[src/acem_consts.svh]
// Constants for the audio clock error monitor: offsets, fields, resets, times.
// Assumes inclusion by bare name from the package and the monitor module.
`ifndef ACEM_CONSTS_SVH
`define ACEM_CONSTS_SVH

// ----------------------------------------------------------------
// Register offsets
// ----------------------------------------------------------------
`define ACEM_OFS_IGNORE_CTRL     8'h25
`define ACEM_OFS_DEBOUNCE_CTRL   8'h26
`define ACEM_OFS_MCLK_TOLERANCE  8'h27

// ----------------------------------------------------------------
// Reset values
// ----------------------------------------------------------------
`define ACEM_RST_IGNORE_CTRL     8'h00
`define ACEM_RST_DEBOUNCE_CTRL   8'h11
`define ACEM_RST_MCLK_TOLERANCE  8'h04

// ----------------------------------------------------------------
// Field positions
// ----------------------------------------------------------------
`define ACEM_BIT_IGNORE_RATE     6
`define ACEM_BIT_IGNORE_BITCLK   5
`define ACEM_BIT_IGNORE_MCLK     4
`define ACEM_BIT_IGNORE_HALT     3
`define ACEM_BIT_IGNORE_MISSING  2
`define ACEM_BIT_DISABLE_AUTOSET 1
`define ACEM_BIT_IGNORE_PLL      0
`define ACEM_GOOD_HI             7
`define ACEM_GOOD_LO             4
`define ACEM_BAD_HI              3
`define ACEM_BAD_LO              0
`define ACEM_TOL_HI              4
`define ACEM_TOL_LO              0

// ----------------------------------------------------------------
// Bit-clock range and timing
// ----------------------------------------------------------------
`define ACEM_BCLK_MIN            32
`define ACEM_BCLK_MAX            256
`define ACEM_CLK_PERIOD_NS       8
`define ACEM_HALT_TIME_NS        1000
`define ACEM_HALT_CYCLES         (`ACEM_HALT_TIME_NS / `ACEM_CLK_PERIOD_NS)
`define ACEM_MISSING_UNIT_S      1
`define ACEM_MISSING_UNIT_CYCLES (`ACEM_MISSING_UNIT_S * 1000000000 / `ACEM_CLK_PERIOD_NS)

`endif

[src/acem_pkg.sv]
// Types for the audio clock error monitor.
// Assumes acem_consts.svh is reachable on the include path.
package acem_pkg;

    `include "acem_consts.svh"

    // ----------------------------------------------------------------
    // Ignore and autoset controls
    // ----------------------------------------------------------------
    typedef struct packed {
        logic reserved;
        logic ignore_rate_detect;
        logic ignore_bitclk_detect;
        logic ignore_mclk_ratio_detect;
        logic ignore_clock_halt;
        logic ignore_clock_missing;
        logic disable_divider_autoset;
        logic ignore_pll_lock;
    } acem_ignore_type;

    // ----------------------------------------------------------------
    // Detector results
    // ----------------------------------------------------------------
    typedef struct packed {
        logic rate_err;
        logic bitclk_err;
        logic mclk_err;
        logic halt_err;
        logic missing;
        logic pll_unlock;
    } acem_detect_type;

    typedef enum logic [1:0] {
        ACEM_BCLK_UNKNOWN,
        ACEM_BCLK_GOOD,
        ACEM_BCLK_BAD
    } acem_bclk_state_type;

endpackage : acem_pkg

[src/acem_monitor.sv]
// Audio clock error monitor: bit clock, master clock, halt, missing, PLL lock.
// Assumes mclk_i at 125 MHz; audio clocks and PLL lock arrive asynchronously.
`timescale 1ns/1ns

`include "acem_consts.svh"

module acem_monitor
    import acem_pkg::*;
#(
    parameter int MISSING_UNIT_CYCLES = `ACEM_MISSING_UNIT_CYCLES,
    parameter int HALT_CYCLES         = `ACEM_HALT_CYCLES,
    parameter int MCLK_CNT_W          = 13
)(
    // Clock and reset
    input  wire logic       mclk_i,
    input  wire logic       reset_i,
    // Register port
    input  wire logic       reg_wr_i,
    input  wire logic [7:0] reg_addr_i,
    input  wire logic [7:0] reg_wdata_i,
    output logic      [7:0] reg_rdata_o,
    // Audio clock pins and PLL
    input  wire logic       bclk_i,
    input  wire logic       lrclk_i,
    input  wire logic       audio_mclk_i,
    input  wire logic       pll_locked_i,
    // Other detectors and settings
    input  wire logic       rate_error_i,
    input  wire logic [2:0] missing_detect_period_i,
    input  wire logic [6:0] auto_divider_i,
    input  wire logic [6:0] manual_divider_i,
    input  wire logic [2:0] auto_rate_mode_i,
    input  wire logic [2:0] manual_rate_mode_i,
    // Status outputs
    output logic            clock_error_o,
    output logic            powerdown_o,
    output logic            pll_lock_flag_o,
    output logic            bitclk_good_o,
    output logic            mclk_ratio_ok_o,
    output logic            clocks_missing_o,
    output logic      [6:0] divider_o,
    output logic      [2:0] rate_mode_o
);

    // ----------------------------------------------------------------
    // Helpers
    // ----------------------------------------------------------------
    function automatic logic ratio_match(input logic [MCLK_CNT_W-1:0] cnt,
                                         input logic [4:0]            tol);
        logic [MCLK_CNT_W-1:0] ratios [8];
        logic                  hit;
        ratios = '{13'h080, 13'h0C0, 13'h100, 13'h180,
                   13'h200, 13'h300, 13'h400, 13'h600};
        hit = 1'b0;
        for (int i = 0; i < 8; i++)
        begin
            if ((cnt + MCLK_CNT_W'(tol) >= ratios[i]) &&
                (cnt <= ratios[i] + MCLK_CNT_W'(tol)))
                hit = 1'b1;
        end
        return hit;
    endfunction : ratio_match

    // ----------------------------------------------------------------
    // State
    // ----------------------------------------------------------------
    acem_ignore_type       ign_ff,      nxt_ign;
    logic [7:0]            deb_ff,      nxt_deb;
    logic [4:0]            tol_ff,      nxt_tol;
    logic [7:0]            rdata_ff,    nxt_rdata;
    logic [2:0]            bclk_sh_ff,  nxt_bclk_sh;
    logic [2:0]            lrck_sh_ff,  nxt_lrck_sh;
    logic [2:0]            amck_sh_ff,  nxt_amck_sh;
    logic [1:0]            lock_sh_ff,  nxt_lock_sh;
    logic [8:0]            bcnt_ff,     nxt_bcnt;
    logic [8:0]            bprev_ff,    nxt_bprev;
    logic [3:0]            run_ff,      nxt_run;
    acem_bclk_state_type   bst_ff,      nxt_bst;
    logic [MCLK_CNT_W-1:0] mcnt_ff,     nxt_mcnt;
    logic                  mok_ff,      nxt_mok;
    logic                  bgood_ff,    nxt_bgood;
    logic [31:0]           halt_ff,     nxt_halt;
    logic [31:0]           low_ff,      nxt_low;
    logic [3:0]            lsec_ff,     nxt_lsec;
    acem_detect_type       det_ff,      nxt_det;
    logic                  err_ff,      nxt_err;
    logic                  pd_ff,       nxt_pd;
    logic [6:0]            div_ff,      nxt_div;
    logic [2:0]            rmode_ff,    nxt_rmode;

    logic                  bclk_rise;
    logic                  lrck_rise;
    logic                  amck_rise;
    logic                  frame_valid;

    // ----------------------------------------------------------------
    // Next-state logic
    // ----------------------------------------------------------------
    always_comb
    begin
        nxt_ign     = ign_ff;
        nxt_deb     = deb_ff;
        nxt_tol     = tol_ff;
        nxt_bclk_sh = {bclk_sh_ff[1:0], bclk_i};
        nxt_lrck_sh = {lrck_sh_ff[1:0], lrclk_i};
        nxt_amck_sh = {amck_sh_ff[1:0], audio_mclk_i};
        nxt_lock_sh = {lock_sh_ff[0], pll_locked_i};
        bclk_rise   = bclk_sh_ff[1] & ~bclk_sh_ff[2];
        lrck_rise   = lrck_sh_ff[1] & ~lrck_sh_ff[2];
        amck_rise   = amck_sh_ff[1] & ~amck_sh_ff[2];
        nxt_bprev   = bprev_ff;
        nxt_run     = run_ff;
        nxt_bst     = bst_ff;
        nxt_mok     = mok_ff;
        nxt_lsec    = lsec_ff;

        // Register writes
        if (reg_wr_i)
        begin
            case (reg_addr_i)
                `ACEM_OFS_IGNORE_CTRL:    nxt_ign = acem_ignore_type'({1'b0, reg_wdata_i[6:0]});
                `ACEM_OFS_DEBOUNCE_CTRL:  nxt_deb = reg_wdata_i;
                `ACEM_OFS_MCLK_TOLERANCE: nxt_tol = reg_wdata_i[`ACEM_TOL_HI:`ACEM_TOL_LO];
                default:                  nxt_ign = ign_ff;
            endcase
        end
        case (reg_addr_i)
            `ACEM_OFS_IGNORE_CTRL:    nxt_rdata = ign_ff;
            `ACEM_OFS_DEBOUNCE_CTRL:  nxt_rdata = deb_ff;
            `ACEM_OFS_MCLK_TOLERANCE: nxt_rdata = {3'h0, tol_ff};
            default:                  nxt_rdata = 8'h00;
        endcase

        // Bit clocks per frame, saturating
        frame_valid = (bcnt_ff >= 9'(`ACEM_BCLK_MIN)) && (bcnt_ff <= 9'(`ACEM_BCLK_MAX))
                      && (bcnt_ff == bprev_ff);
        nxt_bcnt = bcnt_ff + {8'h00, bclk_rise && bcnt_ff != 9'h1FF};
        nxt_mcnt = mcnt_ff + {{(MCLK_CNT_W-1){1'b0}}, amck_rise && mcnt_ff != {MCLK_CNT_W{1'b1}}};
        if (lrck_rise)
        begin
            nxt_bprev = bcnt_ff;
            nxt_bcnt  = 9'h000;
            nxt_mcnt  = MCLK_CNT_W'(0);
            nxt_mok   = ratio_match(mcnt_ff, tol_ff);
            nxt_run   = 4'h0;
            case (bst_ff)
                ACEM_BCLK_GOOD:
                begin
                    if (!frame_valid && run_ff == deb_ff[`ACEM_BAD_HI:`ACEM_BAD_LO])
                        nxt_bst = ACEM_BCLK_BAD;
                    else if (!frame_valid)
                        nxt_run = run_ff + 4'h1;
                end
                default:
                begin
                    if (frame_valid && run_ff == deb_ff[`ACEM_GOOD_HI:`ACEM_GOOD_LO])
                        nxt_bst = ACEM_BCLK_GOOD;
                    else if (frame_valid)
                        nxt_run = run_ff + 4'h1;
                    else
                        nxt_bst = ACEM_BCLK_BAD;
                end
            endcase
        end

        // Master clock halt timer
        nxt_halt = amck_rise ? 32'h0 : (halt_ff == 32'(HALT_CYCLES) ? halt_ff : halt_ff + 32'h1);

        // Both clocks held low; high is never missing
        nxt_low = low_ff + 32'h1;
        if (bclk_sh_ff[1] || lrck_sh_ff[1])
        begin
            nxt_low  = 32'h0;
            nxt_lsec = 4'h0;
        end
        else if (low_ff == 32'(MISSING_UNIT_CYCLES - 1))
        begin
            nxt_low  = 32'h0;
            nxt_lsec = lsec_ff + {3'h0, lsec_ff != 4'h8};
        end

        nxt_det.rate_err   = rate_error_i;
        nxt_det.bitclk_err = (bst_ff != ACEM_BCLK_GOOD);
        nxt_det.mclk_err   = ~mok_ff;
        nxt_det.halt_err   = (halt_ff == 32'(HALT_CYCLES));
        nxt_det.missing    = (lsec_ff > {1'b0, missing_detect_period_i});
        nxt_bgood          = (bst_ff == ACEM_BCLK_GOOD);
        nxt_det.pll_unlock = ~lock_sh_ff[1];

        nxt_err = (det_ff.rate_err   & ~ign_ff.ignore_rate_detect)
                | (det_ff.bitclk_err & ~ign_ff.ignore_bitclk_detect)
                | (det_ff.mclk_err   & ~ign_ff.ignore_mclk_ratio_detect)
                | (det_ff.halt_err   & ~ign_ff.ignore_clock_halt)
                | (det_ff.pll_unlock & ~ign_ff.ignore_pll_lock);
        nxt_pd  = det_ff.missing & ~ign_ff.ignore_clock_missing;

        // Divider source selection
        nxt_div   = ign_ff.disable_divider_autoset ? manual_divider_i : auto_divider_i;
        nxt_rmode = ign_ff.disable_divider_autoset ? manual_rate_mode_i
                                                   : auto_rate_mode_i;
    end

    // ----------------------------------------------------------------
    // Registers
    // ----------------------------------------------------------------
    always_ff @(posedge mclk_i)
    begin
        if (reset_i)
        begin
            ign_ff     <= acem_ignore_type'(`ACEM_RST_IGNORE_CTRL);
            deb_ff     <= `ACEM_RST_DEBOUNCE_CTRL;
            tol_ff     <= 5'(`ACEM_RST_MCLK_TOLERANCE);
            rdata_ff   <= 8'h00;
            bclk_sh_ff <= 3'h0;
            lrck_sh_ff <= 3'h0;
            amck_sh_ff <= 3'h0;
            lock_sh_ff <= 2'h0;
            bcnt_ff    <= 9'h000;
            bprev_ff   <= 9'h000;
            run_ff     <= 4'h0;
            bst_ff     <= ACEM_BCLK_UNKNOWN;
            mcnt_ff    <= '0;
            mok_ff     <= 1'b0;
            bgood_ff   <= 1'b0;
            halt_ff    <= 32'h0;
            low_ff     <= 32'h0;
            lsec_ff    <= 4'h0;
            det_ff     <= '0;
            err_ff     <= 1'b0;
            pd_ff      <= 1'b0;
            div_ff     <= 7'h00;
            rmode_ff   <= 3'h0;
        end
        else
        begin
            ign_ff     <= nxt_ign;
            deb_ff     <= nxt_deb;
            tol_ff     <= nxt_tol;
            rdata_ff   <= nxt_rdata;
            bclk_sh_ff <= nxt_bclk_sh;
            lrck_sh_ff <= nxt_lrck_sh;
            amck_sh_ff <= nxt_amck_sh;
            lock_sh_ff <= nxt_lock_sh;
            bcnt_ff    <= nxt_bcnt;
            bprev_ff   <= nxt_bprev;
            run_ff     <= nxt_run;
            bst_ff     <= nxt_bst;
            mcnt_ff    <= nxt_mcnt;
            mok_ff     <= nxt_mok;
            bgood_ff   <= nxt_bgood;
            halt_ff    <= nxt_halt;
            low_ff     <= nxt_low;
            lsec_ff    <= nxt_lsec;
            det_ff     <= nxt_det;
            err_ff     <= nxt_err;
            pd_ff      <= nxt_pd;
            div_ff     <= nxt_div;
            rmode_ff   <= nxt_rmode;
        end
    end

    // ----------------------------------------------------------------
    // Outputs
    // ----------------------------------------------------------------
    assign reg_rdata_o      = rdata_ff;
    assign clock_error_o    = err_ff;
    assign powerdown_o      = pd_ff;
    assign pll_lock_flag_o  = lock_sh_ff[1];
    assign bitclk_good_o    = bgood_ff;
    assign mclk_ratio_ok_o  = mok_ff;
    assign clocks_missing_o = det_ff.missing;
    assign divider_o        = div_ff;
    assign rate_mode_o      = rmode_ff;

endmodule : acem_monitor

[config.mk]
export PLATFORM = sky130hd
export DESIGN_NAME = acem_monitor
export DESIGN_NICKNAME = d
export VERILOG_FILES = /design/src/acem_pkg.sv /design/src/acem_monitor.sv
export VERILOG_INCLUDE_DIRS = /design/src
export SDC_FILE = /design/constraint.sdc
export NUM_CORES = 1
export LEC_CHECK = 0
export ABC_AREA = 1
export BUFFER_PORTS_ARGS = -buffer_cell sky130_fd_sc_hd__clkbuf_2
export CORE_MARGIN = 3
export CORE_UTILIZATION = 40
export CTS_CLUSTER_DIAMETER = 100
export CTS_CLUSTER_SIZE = 28
export DETAILED_ROUTE_END_ITERATION = 7
export GPL_TIMING_DRIVEN = 0
export PLACE_DENSITY_LB_ADDON = 0.1
export SETUP_SLACK_MARGIN = 0.2
export SYNTH_ARGS = -nofsm -noshare
export SYNTH_HDL_FRONTEND = slang
export SYNTH_SLANG_ARGS = --single-unit
[constraint.sdc]
create_clock -name mclk_i -period 4.4 [get_ports mclk_i]
set_clock_uncertainty 0.15 [all_clocks]
set_input_delay 1.32 -clock mclk_i [delete_from_list [all_inputs] [get_ports mclk_i]]
set_output_delay 1.32 -clock mclk_i [all_outputs]
set_load 0.01 [all_outputs]
==> reports/qor.yml <==
flow_run:
  max_cap_violations: 0
finish:
  layout_commonest_cell: "nand2_1"
  nFillCells: 2109
  nets: 1365
  multi_input_area_um2: 4329
  antenna_cells: 0
  drive_gt1_share_pct: 12.40
  ff_latch_area_um2: 3283
  syn_to_final_growth_pct: 15.54
  final_cell_mix: "nand2_1, inv_1, dfxtp_1, nor2_1, a21oi_1"
clock_network:
  cts_max_path_buffers: 2
  insertion_delay_ps: 430
  cts_tree: "yes"
  clk_pin_slew_ps: 60
  postCtsSetupRepairBufs: 0
  clock_sink_count: 164
  cts_root_buf: "clkbuf_16"
  cts_made_buffers: 17
  cts_resized: 0
  ctsHoldBuffers: 0
  h-tree-depth: 4
timing:
  max_freq_mhz: 358.2
  setup_viol: 0
  rsz0062_at_grt: "false"
  slew_violations: 0
  setup_tns_ps: 0
  finalHoldViolCount: 0
  tightest_slew_ps: 776.0
  max_slew_margin_pct: 48.08
  fin_crit_sh_pct: 63.46
  fin_crit_ps: 2792
synthesis:
  synth.avg_cell_area_um2: 6.970
  async_flop_share_pct: 0
  syn-num-nets: 1276
  yosys-top-cells-area: "dfxtp_1, nand2_1, inv_1, nor2_1, a21oi_1"
  netlist.area_leader.share_pct: 39.12
  yosys.cell_types.count: 52
  synth_edf_count: 0
  yosys_warnings: 0
  synth_seq_cells: 164
  synth_top_area_cell: "dfxtp_1"
  synth_area_um2: 8392
  synth-seq-area-share_pct: 39.12
  synthCells: 1204
  ys.flop_type: "dfxtp_1"
global_routing:
  grt_overflow_total: 0
  grt_use_total_pct: 19.16
  antenna_found_initial: 0
  grt_pass1_wl_mm: 35.00
  grt_start_max_net_pins: 17
  grt_pass1_vias: 7179
power:
  ir_drop_mv: 0.2312
  leakage_nw: 4.038
  totalPowerFinal_mw: 3.231
  cellPowerDensity_nw_per_um2: 333.2
placed_design:
  port-buffer-count: 70
  place_congestion: 0.8572
  hpwl_mm: 16.10
critical_path:
  crit_type: "in -> reg"
  path_cells: "clkbuf_2 -> nor2_1 -> nand3b_1 -> inv_1 -> nand3_1 -> nor2_4 -> inv_1 -> nor2_4 -> clkinv_1 -> o21ai_0 -> a21oi_1"
  cp-end-kind: "register"
  crit_fanout: 9
  crit_slowest_cell: "clkinv_1"
  crit_buf_inv: 4
  critical-path-top-delay-family: "simple AND/OR/NAND/NOR gates"
  critPathLaunchType: "input pin"
  critical_path_required_ps: 4560
  r2r-start: "tol_ff[4]"
  crit_arrival_ps: 2960
  cp-startpoint: "reg_addr_i[7]"
  critPathMaxStageDelay_ps: 300
hold_path:
  hold_path_class: "reg -> reg"
  hp-start: "lock_sh_ff[0]"
floorplan:
  initial_core_util_pct: 41.08
  core-area_um2: 20430
  ios: 71
  die_w_um: 150.8
  dieArea_um2: 22750
  rows: 52
  dieHeight_um: 150.8
route:
  wl_per_cell_um: 13.31
  ant_nets: 0
  drtIter0Drc: 425
  post-route-drc-count: 0
  vias: 7711
  via_per_inst: 4.893
  drt-total-wl_mm: 20.98
  dr.pass1.iters: 5
outcome:
  status: "complete, no violations"
final timing paths:
path              cells after the start  slack, ps         endpoint
setup / recovery                     11       1610        deb_ff[7]
setup reg to reg                     18       1830  mclk_ratio_ok_o
hold / removal                        2        250    lock_sh_ff[1]
hold reg to reg                       2        250    lock_sh_ff[1]
power breakdown:
group	switching, mW	leakage [nW]	total, mW	internal (mW)
clock network	0.653	0.291	1.57	0.916
logic	0.0898	2.42	0.140	0.0501
registers	0.0134	1.33	1.52	1.51
metal layers:
metal / share of wire, % / global-route usage [%]
met5: 0 / 0
met4: 1.3 / 5.032
met2: 47 / 32.08
met3: 2.8 / 3.351
met1: 49 / 25.61
Yosys cell counts, drive strengths merged, types with 6 or more instances:
cell type and number:
buf 8, nor2 169, xor2 14, dfxtp 164
nor4 11, a21oi 91, nand4 39, nand2 233
ha 24, o21ai 80, inv 181, o21a 6
clkbuf 13, nor3b 11, nand3 64, nor3 45
xnor2 7, or2 12
registers in the layout, indices dropped and copies added (netlist names), 4 cells and up:
register,count
mcnt_ff,13
tol_ff,5
bcnt_ff,9
lsec_ff,4
deb_ff,8
reg_rdata_o,8
run_ff,4
halt_ff,32
bprev_ff,9
low_ff,32
det_ff,5
ign_ff,7
divider_o,7
worst register-to-register path, cell delays in order (launching register included):
cell     delay (ps)
dfxtp_1         330
inv_1            80
ha_1            400
nor2_1          270
nand2_1         120
nor2_2          110
nand2_1          80
nand2_1          80
nand2_1          50
nand2_1         110
nand2_1          80
nor2_2          160
nand2_1          70
nand2_1          60
nand2_1          40
inv_1            50
nand3_1         110
nand2_1          80
inv_1            30
kinds of logic (layout without fill, tap and decap cells):
kind of cell               Yosys count  after routing  synth area share, %
AOI/OAI and AO/OA                  197            197                12.61
adders and majority gates           25             25                3.817
buffers and inverters              205            307                9.289
and+or+nand+nor                    592            592                32.97
DFF                                164            164                39.12
xor gates and xnor gates            21             21                2.192
per-stage QoR:
stage | setup WS, ps | util (%) | hold slack [ps] | area, um^2 | instances
finish | 1608 | 47.46 | 250.6 | 9696 | 1576
global route | 1380 | 47.46 | 271.0 | 9696 | 1576
CTS | 1575 | 47.46 | 250.6 | 9696 | 1576
detailed placement | 1126 | 44.45 | 241.6 | 9080 | 1544
global placement | 1102 | 44.45 | 243.8 | 9080 | 1544
floorplan | 1672 | - | 238.3 | 8392 | 1204
layout make-up:
class,count,share of cell area (%)
Multi-Input combinational cell,835,44.65
Sequential cell,164,33.86
Inverter,184,7.149
Clock buffer,18,4.530
Timing Repair Buffer,70,3.613
Tap cell,270,3.484
Clock inverter,14,1.820
Buffer,21,0.8904
Power figures use the tool's default switching activity.
